File: src/hdl/ttsb_pkg.sv
// Package with constants and types for the trail trace string builder and checker.
// What this block does
// Fixed 64-byte string, bytes indexed 0 to 63.
// Byte 0 always transmitted as zero.
// Bytes 1-15 carry source identifier characters.
// Byte 16 always transmitted as zero.
// Bytes 17-31 carry destination identifier characters.
// Bytes 32-63 operator content, passed unchecked.
// Identifier: three country, twelve national characters.
// Characters are 7-bit code, one per byte.
// Country segment uses uppercase letters only.
// National segment: carrier code, then point code.
// Carrier code 1-6 chars, alpha then numeric.
// Point code 6-11 chars, NUL padded to twelve.
// Receive identifiers compared; mismatch flag is sticky.
package ttsb_pkg;
   localparam int          TTSB_LEN       = 64;     // String length in bytes.
   localparam int          TTSB_IDX_W     = 6;      // Width of a byte index.
   localparam logic [5:0]  TTSB_SRC_LEAD  = 6'h00;  // Source identifier lead byte.
   localparam logic [5:0]  TTSB_SRC_LAST  = 6'h0f;  // Last source identifier byte.
   localparam logic [5:0]  TTSB_DST_LEAD  = 6'h10;  // Destination identifier lead byte.
   localparam logic [5:0]  TTSB_DST_LAST  = 6'h1f;  // Last destination identifier byte.
   localparam logic [5:0]  TTSB_OPR_FIRST = 6'h20;  // First operator byte.
   localparam int          TTSB_CC_LEN    = 3;      // Country segment characters.
   localparam int          TTSB_NS_LEN    = 12;     // National segment characters.
   localparam int          TTSB_CAR_MIN   = 1;      // Shortest carrier code.
   localparam int          TTSB_CAR_MAX   = 6;      // Longest carrier code.
   localparam int          TTSB_UPC_MIN   = 6;      // Shortest point code.
   localparam logic [7:0]  TTSB_NUL       = 8'h00;  // Padding and lead character.
   localparam logic [7:0]  TTSB_UP_A      = 8'h41;  // Uppercase A.
   localparam logic [7:0]  TTSB_UP_Z      = 8'h5a;  // Uppercase Z.
   localparam logic [7:0]  TTSB_LO_A      = 8'h61;  // Lowercase a.
   localparam logic [7:0]  TTSB_LO_Z      = 8'h7a;  // Lowercase z.
   localparam logic [7:0]  TTSB_DIG_0     = 8'h30;  // Digit 0.
   localparam logic [7:0]  TTSB_DIG_9     = 8'h39;  // Digit 9.

   // One byte of the string with its position and a valid flag.
   typedef struct packed {
      logic       valid;
      logic [5:0] idx;
      logic [7:0] data;
   } ttsb_byte_type;

   // Format checker state for one identifier.
   typedef enum logic [1:0] {TTSB_CC, TTSB_CAR_A, TTSB_CAR_N, TTSB_UPC} ttsb_fmt_st_type;
   typedef struct packed {
      ttsb_fmt_st_type st;
      logic [3:0]      pos;     // Character number within identifier, 1 to 15.
      logic [3:0]      car;     // Carrier characters seen.
      logic [3:0]      upc;     // Point code characters before padding.
      logic            pad;     // Padding started.
      logic            bad;     // Format fault seen in this identifier.
      logic            done;    // One-cycle verdict pulse.
      logic            ok;      // Verdict value.
   } ttsb_fmt_type;
endpackage : ttsb_pkg

File: src/hdl/ttsb_fmt_check.sv
// Format checker for one fifteen-character access point identifier.
`timescale 1ns/1ns
module ttsb_fmt_check (
   input  wire logic                  clk_i,
   input  wire logic                  rst_i,
   input  wire logic                  ce_i,
   input  wire logic                  start_i,   // Lead byte seen, restart check.
   input  wire logic                  chr_vld_i, // Identifier character present.
   input  wire logic [7:0]            chr_i,     // The character.
   output logic                       done_o,    // Verdict pulse after character 15.
   output logic                       ok_o       // Verdict, held until next one.
);
   import ttsb_pkg::*;

   ttsb_fmt_type r, nxt;  // Whole state and its next value.
   logic up, lo, dig, alpha;

   // Character classes; bit 7 set is never a valid 7-bit character.
   always_comb begin
      up    = chr_i >= TTSB_UP_A && chr_i <= TTSB_UP_Z;
      lo    = chr_i >= TTSB_LO_A && chr_i <= TTSB_LO_Z;
      dig   = chr_i >= TTSB_DIG_0 && chr_i <= TTSB_DIG_9;
      alpha = up || lo;
   end

   // Walk the identifier one character at a time.
   always_comb begin
      nxt      = r;
      nxt.done = 1'b0;
      if (start_i) begin
         nxt.st  = TTSB_CC;
         nxt.pos = 4'h1;
         nxt.car = 4'h0;
         nxt.upc = 4'h0;
         nxt.pad = 1'b0;
         nxt.bad = 1'b0;
      end else if (chr_vld_i) begin
         nxt.pos = r.pos + 4'h1;
         // seven bit code
         if (chr_i[7])
            nxt.bad = 1'b1;
         case (r.st)
            TTSB_CC: begin
               // uppercase country letters
               if (!up)
                  nxt.bad = 1'b1;
               // three then twelve
               if (r.pos == 4'(TTSB_CC_LEN))
                  nxt.st = TTSB_CAR_A;
            end
            TTSB_CAR_A: begin
               // carrier starts alphabetic
               if (alpha && r.car < 4'(TTSB_CAR_MAX)) begin
                  nxt.car = r.car + 4'h1;
               end else if (dig && r.car != 4'h0 && r.car < 4'(TTSB_CAR_MAX)) begin
                  nxt.car = r.car + 4'h1;
                  nxt.st  = TTSB_CAR_N;
               end else begin
                  // point code follows carrier
                  nxt.st  = TTSB_UPC;
                  nxt.upc = 4'h1;
                  if (r.car < 4'(TTSB_CAR_MIN) || chr_i == TTSB_NUL)
                     nxt.bad = 1'b1;
               end
            end
            TTSB_CAR_N: begin
               // numeric tail of carrier
               if (dig && r.car < 4'(TTSB_CAR_MAX)) begin
                  nxt.car = r.car + 4'h1;
               end else begin
                  nxt.st  = TTSB_UPC;
                  nxt.upc = 4'h1;
                  if (chr_i == TTSB_NUL)
                     nxt.bad = 1'b1;
               end
            end
            default: begin
               // point code then padding
               if (chr_i == TTSB_NUL)
                  nxt.pad = 1'b1;
               else if (r.pad)
                  nxt.bad = 1'b1;
               else
                  nxt.upc = r.upc + 4'h1;
            end
         endcase
         if (r.pos == 4'hf) begin
            nxt.done = 1'b1;
            // point code length
            nxt.ok   = !nxt.bad && nxt.st == TTSB_UPC && nxt.upc >= 4'(TTSB_UPC_MIN);
         end
      end
   end

   // Register the state; clock enable freezes it.
   always_ff @(posedge clk_i) begin
      if (rst_i)
         r <= '{st: TTSB_CC, pos: 4'h1, car: 4'h0, upc: 4'h0, pad: 1'b0,
                bad: 1'b0, done: 1'b0, ok: 1'b0};
      else if (ce_i)
         r <= nxt;
   end

   assign done_o = r.done;
   assign ok_o   = r.ok;

   a_cc_upper: assert property (@(posedge clk_i) disable iff (rst_i)
      ce_i && chr_vld_i && !start_i && r.st == TTSB_CC && !up |=> r.bad)
      else $error("lowercase country letter not flagged");
   a_hibit_bad: assert property (@(posedge clk_i) disable iff (rst_i)
      ce_i && chr_vld_i && !start_i && chr_i[7] |=> r.bad)
      else $error("eighth bit not flagged");
   a_upc_short: assert property (@(posedge clk_i) disable iff (rst_i)
      r.done && r.ok |-> r.upc >= 4'(TTSB_UPC_MIN))
      else $error("short point code accepted");
   a_car_max: assert property (@(posedge clk_i) disable iff (rst_i)
      r.car <= 4'(TTSB_CAR_MAX))
      else $error("carrier code too long");
endmodule : ttsb_fmt_check

File: src/hdl/ttsb_top.sv
// Trail trace string builder for transmit and checker for receive.
`timescale 1ns/1ns
module ttsb_top #(
   parameter int LEN = ttsb_pkg::TTSB_LEN  // String length; only 64 is served.
) (
   input  wire logic                    clk_i,
   input  wire logic                    rst_i,
   input  wire logic                    ce_i,
   // Transmit side: inserter asks for byte index, gets data next cycle.
   input  wire logic                    tx_req_i,
   input  wire logic [5:0]              tx_idx_i,
   output ttsb_pkg::ttsb_byte_type      tx_byte_o,
   // Expected or transmitted identifier contents, characters 1..15 each.
   input  wire logic [15*8-1:0]         src_id_i,
   input  wire logic [15*8-1:0]         dst_id_i,
   input  wire logic [32*8-1:0]         opr_i,
   // Receive side: extractor delivers bytes with their index.
   input  ttsb_pkg::ttsb_byte_type      rx_byte_i,
   input  wire logic                    mis_clr_i,
   output logic                         src_mis_o,
   output logic                         dst_mis_o,
   output logic                         src_fmt_ok_o,
   output logic                         dst_fmt_ok_o,
   output logic [32*8-1:0]              rx_opr_o
);
   import ttsb_pkg::*;

   // The index width and section bounds only suit a 64 byte string.
   if (LEN != TTSB_LEN) begin : g_len_chk
      $error("ttsb_top: only a 64 byte string is supported");
   end

   // All block state in one struct.
   // The operator capture is wide but only written here, never compared.
   typedef struct packed {
      ttsb_byte_type   tx;
      logic            src_mis;
      logic            dst_mis;
      logic [255:0]    opr;
   } ttsb_state_type;

   ttsb_state_type r, nxt;   // Registered state and its next value.
   logic [7:0]  exp_chr;     // Expected character at the received index.
   logic        in_src;      // Received byte lies in the source identifier.
   logic        in_dst;      // Received byte lies in the destination identifier.
   logic        s_done, s_ok;  // Source verdict pulse and value.
   logic        d_done, d_ok;  // Destination verdict pulse and value.
   logic [3:0]  chr_no;      // Character number within an identifier.

   // Decode the received position; fixed offsets, nothing searched.
   always_comb begin
      // fixed byte positions
      in_src  = rx_byte_i.valid && rx_byte_i.idx > TTSB_SRC_LEAD
                && rx_byte_i.idx <= TTSB_SRC_LAST;
      in_dst  = rx_byte_i.valid && rx_byte_i.idx > TTSB_DST_LEAD
                && rx_byte_i.idx <= TTSB_DST_LAST;
      chr_no  = rx_byte_i.idx[3:0];
      // Outside the identifiers the expected value is unused; NUL keeps it defined.
      exp_chr = TTSB_NUL;
      // source characters in order
      if (in_src)
         exp_chr = src_id_i[(chr_no - 4'h1)*8 +: 8];
      // destination characters in order
      else if (in_dst)
         exp_chr = dst_id_i[(chr_no - 4'h1)*8 +: 8];
   end

   // Build transmit bytes, compare received ones.
   always_comb begin
      // Start from the held state so untouched fields keep their value.
      nxt          = r;
      // Every request is answered one cycle later with its index echoed,
      // so the inserter can pair each answer with the slot it asked for.
      nxt.tx.valid = tx_req_i;
      nxt.tx.idx   = tx_idx_i;
      if (tx_idx_i == TTSB_SRC_LEAD || tx_idx_i == TTSB_DST_LEAD) begin
         // source lead zero
         // destination lead zero
         nxt.tx.data = TTSB_NUL;
      end else if (tx_idx_i <= TTSB_SRC_LAST) begin
         // source characters sent
         nxt.tx.data = src_id_i[(tx_idx_i[3:0] - 4'h1)*8 +: 8];
      end else if (tx_idx_i <= TTSB_DST_LAST) begin
         // destination characters sent
         nxt.tx.data = dst_id_i[(tx_idx_i[3:0] - 4'h1)*8 +: 8];
      end else begin
         // operator bytes pass through
         nxt.tx.data = opr_i[(tx_idx_i - TTSB_OPR_FIRST)*8 +: 8];
      end
      // Operator bytes received are captured untouched, never checked.
      if (rx_byte_i.valid && rx_byte_i.idx >= TTSB_OPR_FIRST)
         nxt.opr[(rx_byte_i.idx - TTSB_OPR_FIRST)*8 +: 8] = rx_byte_i.data;
      // Clear first so that a mismatch in the same cycle still sets.
      if (mis_clr_i) begin
         nxt.src_mis = 1'b0;
         nxt.dst_mis = 1'b0;
      end
      // sticky mismatch set
      if (in_src && rx_byte_i.data != exp_chr)
         nxt.src_mis = 1'b1;
      if (in_dst && rx_byte_i.data != exp_chr)
         nxt.dst_mis = 1'b1;
   end

   // Register state; clock enable freezes everything.
   // Holding state while ce_i is low lets the caller stall the block mid string.
   always_ff @(posedge clk_i) begin
      if (rst_i)
         r <= '0;
      else if (ce_i)
         r <= nxt;
   end

   // Format checker for the received source identifier.
   ttsb_fmt_check u_src_fmt (
      .clk_i     (clk_i),
      .rst_i     (rst_i),
      .ce_i      (ce_i),
      .start_i   (rx_byte_i.valid && rx_byte_i.idx == TTSB_SRC_LEAD),
      .chr_vld_i (in_src),
      .chr_i     (rx_byte_i.data),
      .done_o    (s_done),
      .ok_o      (s_ok)
   );

   // Format checker for the received destination identifier.
   ttsb_fmt_check u_dst_fmt (
      .clk_i     (clk_i),
      .rst_i     (rst_i),
      .ce_i      (ce_i),
      .start_i   (rx_byte_i.valid && rx_byte_i.idx == TTSB_DST_LEAD),
      .chr_vld_i (in_dst),
      .chr_i     (rx_byte_i.data),
      .done_o    (d_done),
      .ok_o      (d_ok)
   );

   // Outputs come straight from flip-flops of this block or its checkers.
   assign tx_byte_o    = r.tx;
   assign src_mis_o    = r.src_mis;
   assign dst_mis_o    = r.dst_mis;
   assign src_fmt_ok_o = s_ok;
   assign dst_fmt_ok_o = d_ok;
   assign rx_opr_o     = r.opr;

   // The checks below watch what the block drives; reset masks them all.

   // lead bytes zero
   a_lead_zero: assert property (@(posedge clk_i) disable iff (rst_i)
      ce_i && tx_req_i && (tx_idx_i == TTSB_SRC_LEAD || tx_idx_i == TTSB_DST_LEAD)
      |=> tx_byte_o.valid && tx_byte_o.data == TTSB_NUL)
      else $error("lead byte not zero");

   // source characters placed
   a_src_char: assert property (@(posedge clk_i) disable iff (rst_i)
      ce_i && tx_req_i && tx_idx_i > TTSB_SRC_LEAD && tx_idx_i <= TTSB_SRC_LAST
      |=> tx_byte_o.data == $past(src_id_i[(tx_idx_i[3:0]-4'h1)*8 +: 8]))
      else $error("source character wrong");

   // destination characters placed
   a_dst_char: assert property (@(posedge clk_i) disable iff (rst_i)
      ce_i && tx_req_i && tx_idx_i > TTSB_DST_LEAD && tx_idx_i <= TTSB_DST_LAST
      |=> tx_byte_o.data == $past(dst_id_i[(tx_idx_i[3:0]-4'h1)*8 +: 8]))
      else $error("destination character wrong");

   // operator bytes unchanged
   a_opr_pass: assert property (@(posedge clk_i) disable iff (rst_i)
      ce_i && tx_req_i && tx_idx_i >= TTSB_OPR_FIRST
      |=> tx_byte_o.data == $past(opr_i[(tx_idx_i-TTSB_OPR_FIRST)*8 +: 8]))
      else $error("operator byte altered");

   // index echoed back
   a_idx_echo: assert property (@(posedge clk_i) disable iff (rst_i)
      ce_i && tx_req_i |=> tx_byte_o.idx == $past(tx_idx_i))
      else $error("byte index not echoed");

   // no request, no byte
   a_idle_quiet: assert property (@(posedge clk_i) disable iff (rst_i)
      ce_i && !tx_req_i |=> !tx_byte_o.valid)
      else $error("byte offered without a request");

   // first operator byte captured
   a_opr_capture: assert property (@(posedge clk_i) disable iff (rst_i)
      ce_i && rx_byte_i.valid && rx_byte_i.idx == TTSB_OPR_FIRST
      |=> rx_opr_o[7:0] == $past(rx_byte_i.data))
      else $error("operator byte not captured");

   // source mismatch sets
   a_mis_set: assert property (@(posedge clk_i) disable iff (rst_i)
      ce_i && in_src && rx_byte_i.data != exp_chr |=> src_mis_o)
      else $error("source mismatch lost");

   // source flag sticky
   a_mis_stick: assert property (@(posedge clk_i) disable iff (rst_i)
      src_mis_o && !(ce_i && mis_clr_i) |=> src_mis_o)
      else $error("mismatch flag not sticky");

   // destination mismatch sets
   a_dst_mis: assert property (@(posedge clk_i) disable iff (rst_i)
      ce_i && in_dst && rx_byte_i.data != exp_chr |=> dst_mis_o)
      else $error("destination mismatch lost");

   // destination flag sticky
   a_dst_stick: assert property (@(posedge clk_i) disable iff (rst_i)
      dst_mis_o && !(ce_i && mis_clr_i) |=> dst_mis_o)
      else $error("destination flag not sticky");

   // clear takes effect
   a_mis_clear: assert property (@(posedge clk_i) disable iff (rst_i)
      ce_i && mis_clr_i && !in_src && !in_dst |=> !src_mis_o && !dst_mis_o)
      else $error("mismatch flags not cleared");

   // frozen while disabled
   a_mis_freeze: assert property (@(posedge clk_i) disable iff (rst_i)
      !ce_i |=> $stable(src_mis_o) && $stable(dst_mis_o))
      else $error("flags moved while enable low");

   // Main scenarios that the bench is expected to reach.
   c_tx_lead: cover property (@(posedge clk_i) tx_req_i && tx_idx_i == TTSB_DST_LEAD);
   c_mis:     cover property (@(posedge clk_i) $rose(src_mis_o));
   c_fmt_ok:  cover property (@(posedge clk_i) s_done && s_ok);
   c_fmt_bad: cover property (@(posedge clk_i) d_done && !d_ok);
   c_ce_hold: cover property (@(posedge clk_i) !ce_i && mis_clr_i && src_mis_o);
endmodule : ttsb_top

File: config.mk
export PLATFORM = sky130hd
export DESIGN_NAME = ttsb_top
export DESIGN_NICKNAME = d
export VERILOG_FILES = /design/src/hdl/ttsb_pkg.sv /design/src/hdl/ttsb_fmt_check.sv /design/src/hdl/ttsb_top.sv
export SDC_FILE = /design/constraint.sdc
export NUM_CORES = 1
export LEC_CHECK = 0
export BUFFER_PORTS_ARGS = -buffer_cell sky130_fd_sc_hd__buf_2
export CORE_AREA = 2 2 307 309
export DETAILED_ROUTE_END_ITERATION = 8
export DIE_AREA = 0 0 309 311
export HOLD_SLACK_MARGIN = 0.05
export SYNTH_ARGS = -nofsm -noshare
export SYNTH_HDL_FRONTEND = slang
export SYNTH_HIERARCHICAL = 1
export SYNTH_SLANG_ARGS = --single-unit
File: constraint.sdc
create_clock -name clk_i -period 11.3 [get_ports clk_i]
set_input_delay 2.26 -clock clk_i [delete_from_list [all_inputs] [get_ports clk_i]]
set_output_delay 2.26 -clock clk_i [all_outputs]
set_load 0.05 [all_outputs]
Word-level counts from Yosys, hierarchy flattened. Cells that the tools add are included.

Add/sub/neg operators: 11. Equal/unequal tests: 19. Reductions and logical operators: 58. $lt $le $gt $ge: 19. Bitwise operators: 2. Shift operators: 7. Muxes and demuxes: 80.

Operators with widths (number): $shiftx A120 B33 Y8 (4); $bwmux W256 (1); $shift A8 B34 Y256 const A (1); $shiftx A256 B33 Y8 (1); $shiftx A8 B34 Y256 (1); $mux W4 (20); $mux W8 (5); $mux W18 (2); $neg A32 Y34 (1); $mux W16 (2); $mux W1 (29); $mux W2 (13); $add A4 B1 Y4 const B (6); $logic_and A1 B1 Y1 (24); $pmux W4 S3 (2); $ge A8 B7 Y1 const B (2); $le A8 B7 Y1 const B (2); $pmux W4 S2 (2); $reduce_and A4 Y1 (4); $sub A6 B6 Y7 const B (2); $eq A6 B5 Y1 const B (2); $le A6 B4 Y1 const B (2); $le A6 B5 Y1 const B (2); $logic_not A6 Y1 (2); 30 further kinds (64).

Bits of input ports: 522. Register bits after elaboration: 307. Output and inout port bits: 275.

Logic depth before layout (Yosys ltp).
Word-level depth: 15. Gate-level depth with buffers: 18. Depth with buffers taken out: 13.

Hierarchy. The synthesis kept the hierarchy.

Modules (own cells, without submodules): ttsb_top (area each 16568.4 µm², times used 1, sequential area each 5465.2 µm², cells an instance 1565); ttsb_fmt_check (area each 1202.4 µm², times used 2, sequential area each 360.3 µm², cells an instance 153).

Least setup slack after synthesis. OpenSTA, ideal clock, no wires.

Kind: input to register. Start point: input port rx_byte_i[8] (netlist bit). End point: register r (netlist bit rx_opr_o[240]). Buffers on the path: 4. Arrival: 5.979 ns. Library setup time: 0.128 ns. Cell stages on the path: 17. Path slack: 5.194 ns. Data required time: 11.172 ns. Cell sequence: buf_4 > buf_4 > buf_2 > inv_1 > ha_1 > or3b_2 > or3_1 > ha_1 > or4b_1 > nor4_1 > o21ai_1 > nor3b_2 > nand2_1 > buf_2 > nor2_4 > mux2i_1 > nor2_1.

Word-level cells in the longest chain between the ends: 4.

Ends and longest elaborated chain: start, declared (line ttsb_top.sv:18) `input ttsb_pkg::ttsb_byte_type rx_byte_i,`; $sub A6 B6 Y7 (line ttsb_top.sv:92) `nxt.opr[(rx_byte_i.idx - TTSB_OPR_FIRST)*8 +: 8] = rx_byte_i.data;`; $neg A32 Y34 (line ttsb_top.sv:92); $shiftx A8 B34 Y256 or $shift A8 B34 Y256 (tied branches) (line ttsb_top.sv:92); $bwmux W256 (line ttsb_top.sv:92); end signal, assigned (line ttsb_top.sv:111) `r <= nxt;`; end, declared (line ttsb_top.sv:42) `ttsb_state_type r, nxt;`.

Parallel ways exist; a longest one is shown, timed or not. A chain may end at the register's enable or synchronous reset.

Worst setup path after layout.
Start point: input port rx_byte_i[8] (netlist bit). End point: register r (netlist bit rx_opr_o[239]).

The elaborated chain is that of the path after synthesis.

==> impl_metrics.json <==
{
  "worst_ir_drop_vdd_uv": 107,
  "clock-sinks": 307,
  "p_leak_nw": 10.1,
  "ys.warnings.count": 6,
  "clk_pin_slew_ps": 60,
  "rows": 112,
  "vias": 18900,
  "tightest_slew_ps": 1210,
  "grtUsageTotal_pct": 20.5,
  "synth_cells": 1865,
  "antenna_found_initial": 68,
  "finalNetCount": 3112,
  "cts_setup_buffers": 0,
  "cap_violations": 0,
  "grt_overflow": 0,
  "postPlaceCellArea_um2": 24100,
  "hold_viol_final": 0,
  "htree_levels": 2,
  "p_total_mw": 2.93,
  "fin_skew_ps": 5.35,
  "power.density_nw_per_um2": 115,
  "cts_tree": "built",
  "end_kind": "flip-flop",
  "drcViolationCount": 0,
  "crit_path_start_kind": "primary input",
  "routed_via_density": 4.86,
  "grt_max_degree": 107,
  "worstPathRequired_ps": 11710,
  "period_share_pct": 59.2,
  "worstSetupPathType": "in -> reg",
  "start_util_pct": 20.4,
  "cts_resized": 0,
  "clock_latency_ps": 540,
  "wl_per_cell_um": 26.6,
  "die-area_um2": 96100,
  "worstPathArrival_ps": 7100,
  "setup_tns_ps": 0,
  "cp_max_fo": 42,
  "design_area_um2": 25400,
  "setup_violations": 0,
  "area_growth_pct": 34.4,
  "wirelength_mm": 103,
  "final_max_slew_viol_count": 0,
  "pre_cts_ws_ps": 3880,
  "min_period_ps": 6690,
  "fmax_mhz": 149,
  "ant_nets": 0,
  "syn-cell-area_um2": 18900,
  "io_pins": 797,
  "drive_gt1_share_pct": 45.0,
  "grt_pass1_vias": 18200,
  "whs_path_depth": 2,
  "coreArea_um2": 92800,
  "hpwl_mm": 81.7,
  "die_w_um": 309,
  "cts_hold_buf": 0,
  "status": "finished, final reports clean",
  "clockBufferDepth": 3,
  "avgSynthCellArea_um2": 10.1,
  "clockRootBuffer": "clkbuf_16",
  "timing.hold.ws_ps": 469,
  "portBuffers": 796,
  "fill_cells": 9943,
  "setup_slack_ps": 4610,
  "hold_path.class": "reg -> reg",
  "die_height_um": 311,
  "syn-num-nets": 2409,
  "dr.pass1.iters": 5,
  "routabilityCongestion": 0.945,
  "rsz0062_at_grt": "no",
  "max-slew-margin-rel_pct": 19.1,
  "drt_iter0_markers": 1610,
  "rr_worst_depth": 6,
  "grt_pass1_wl_mm": 140,
  "numCtsBuffers": 37
}
[metal layers]
| layer | routed length, um | GRT usage [%] |
|---|---|---|
| met1 | 38900 | 24.3 |
| met5 | 100 | 0 |
| met3 | 7850 | 3.62 |
| met4 | 5060 | 9.68 |
| met2 | 51100 | 35.7 |
[stage by stage]
stage	std cells	utilization, %
after floorplan	1865	-
after global placement	3783	26.0
after detailed placement	3783	26.0
after CTS	3849	27.3
after global routing	3871	27.4
final	3880	27.4
[critical path, stage by stage]
cell,delay (ps)
buf_4,330
inv_1,170
ha_2,190
or3b_2,510
or3_1,340
ha_1,290
or4b_1,440
nor4_1,280
o21ai_1,120
nor3b_2,440
nand2_1,670
nor2_2,680
mux2i_1,270
nor2_1,60
[state kept, by name (all words and copies together), names as in the netlist]
signal          cells
dst_mis_o           1
u_src_fmt/r        16
src_mis_o           1
u_dst_fmt/ok_o      1
u_dst_fmt/r        16
rx_opr_o          256
tx_byte_o          15
u_src_fmt/ok_o      1
[final timing paths]
check,to,startpoint,slack (ps)
setup / recovery,rx_opr_o[239],rx_byte_i[8],4610
hold / removal,rx_opr_o[31],rx_opr_o[31],470
setup reg to reg,u_src_fmt/ok_o,u_src_fmt/r[16],9330
hold reg to reg,rx_opr_o[31],rx_opr_o[31],470
[layout make-up]
| class | instances | area [um^2] | share of cell area [%] |
|---|---|---|---|
| inverters | 17 | 63.8 | 0.251 |
| flip-flops and latches | 307 | 6150 | 24.2 |
| repair buffers | 824 | 4220 | 16.6 |
| clock buffers | 50 | 1060 | 4.15 |
| clock inverters | 16 | 196 | 0.773 |
| diodes | 31 | 77.6 | 0.305 |
| multi-input cells | 1381 | 12100 | 47.6 |
| well taps | 1254 | 1570 | 6.17 |
[placed cells by master, fill, tap and decap left out, types with 6 or more instances in the layout]
master	instances
buf_2	793
dfxtp_1	307
nor2_1	252
mux2i_1	217
mux4_2	192
a21oi_1	129
nand2_1	128
o21ai_0	101
clkbuf_16	38
diode_2	31
buf_4	29
nand3_1	23
a22oi_1	23
nor2_4	20
ha_1	20
mux2_2	18
nor3_1	17
inv_1	15
nor2b_1	15
nand2b_1	13
nand3b_1	12
o22ai_1	11
nor4_1	10
nand4_1	10
or3_1	9
nor2_2	9
a31oi_1	9
a211o_1	8
and2_2	7
a221oi_1	7
clkbuf_8	7
xnor2_1	6
clkbuf_1	6
a21o_1	6
[where the power goes]
| group | leakage [nW] | total (mW) | internal (mW) | switching, mW |
|---|---|---|---|---|
| combinational | 7.03 | 0.602 | 0.262 | 0.340 |
| clock | 0.606 | 1.23 | 0.731 | 0.503 |
| sequential | 2.47 | 1.09 | 1.09 | 0.00297 |
Power figures use the tool's default switching activity.
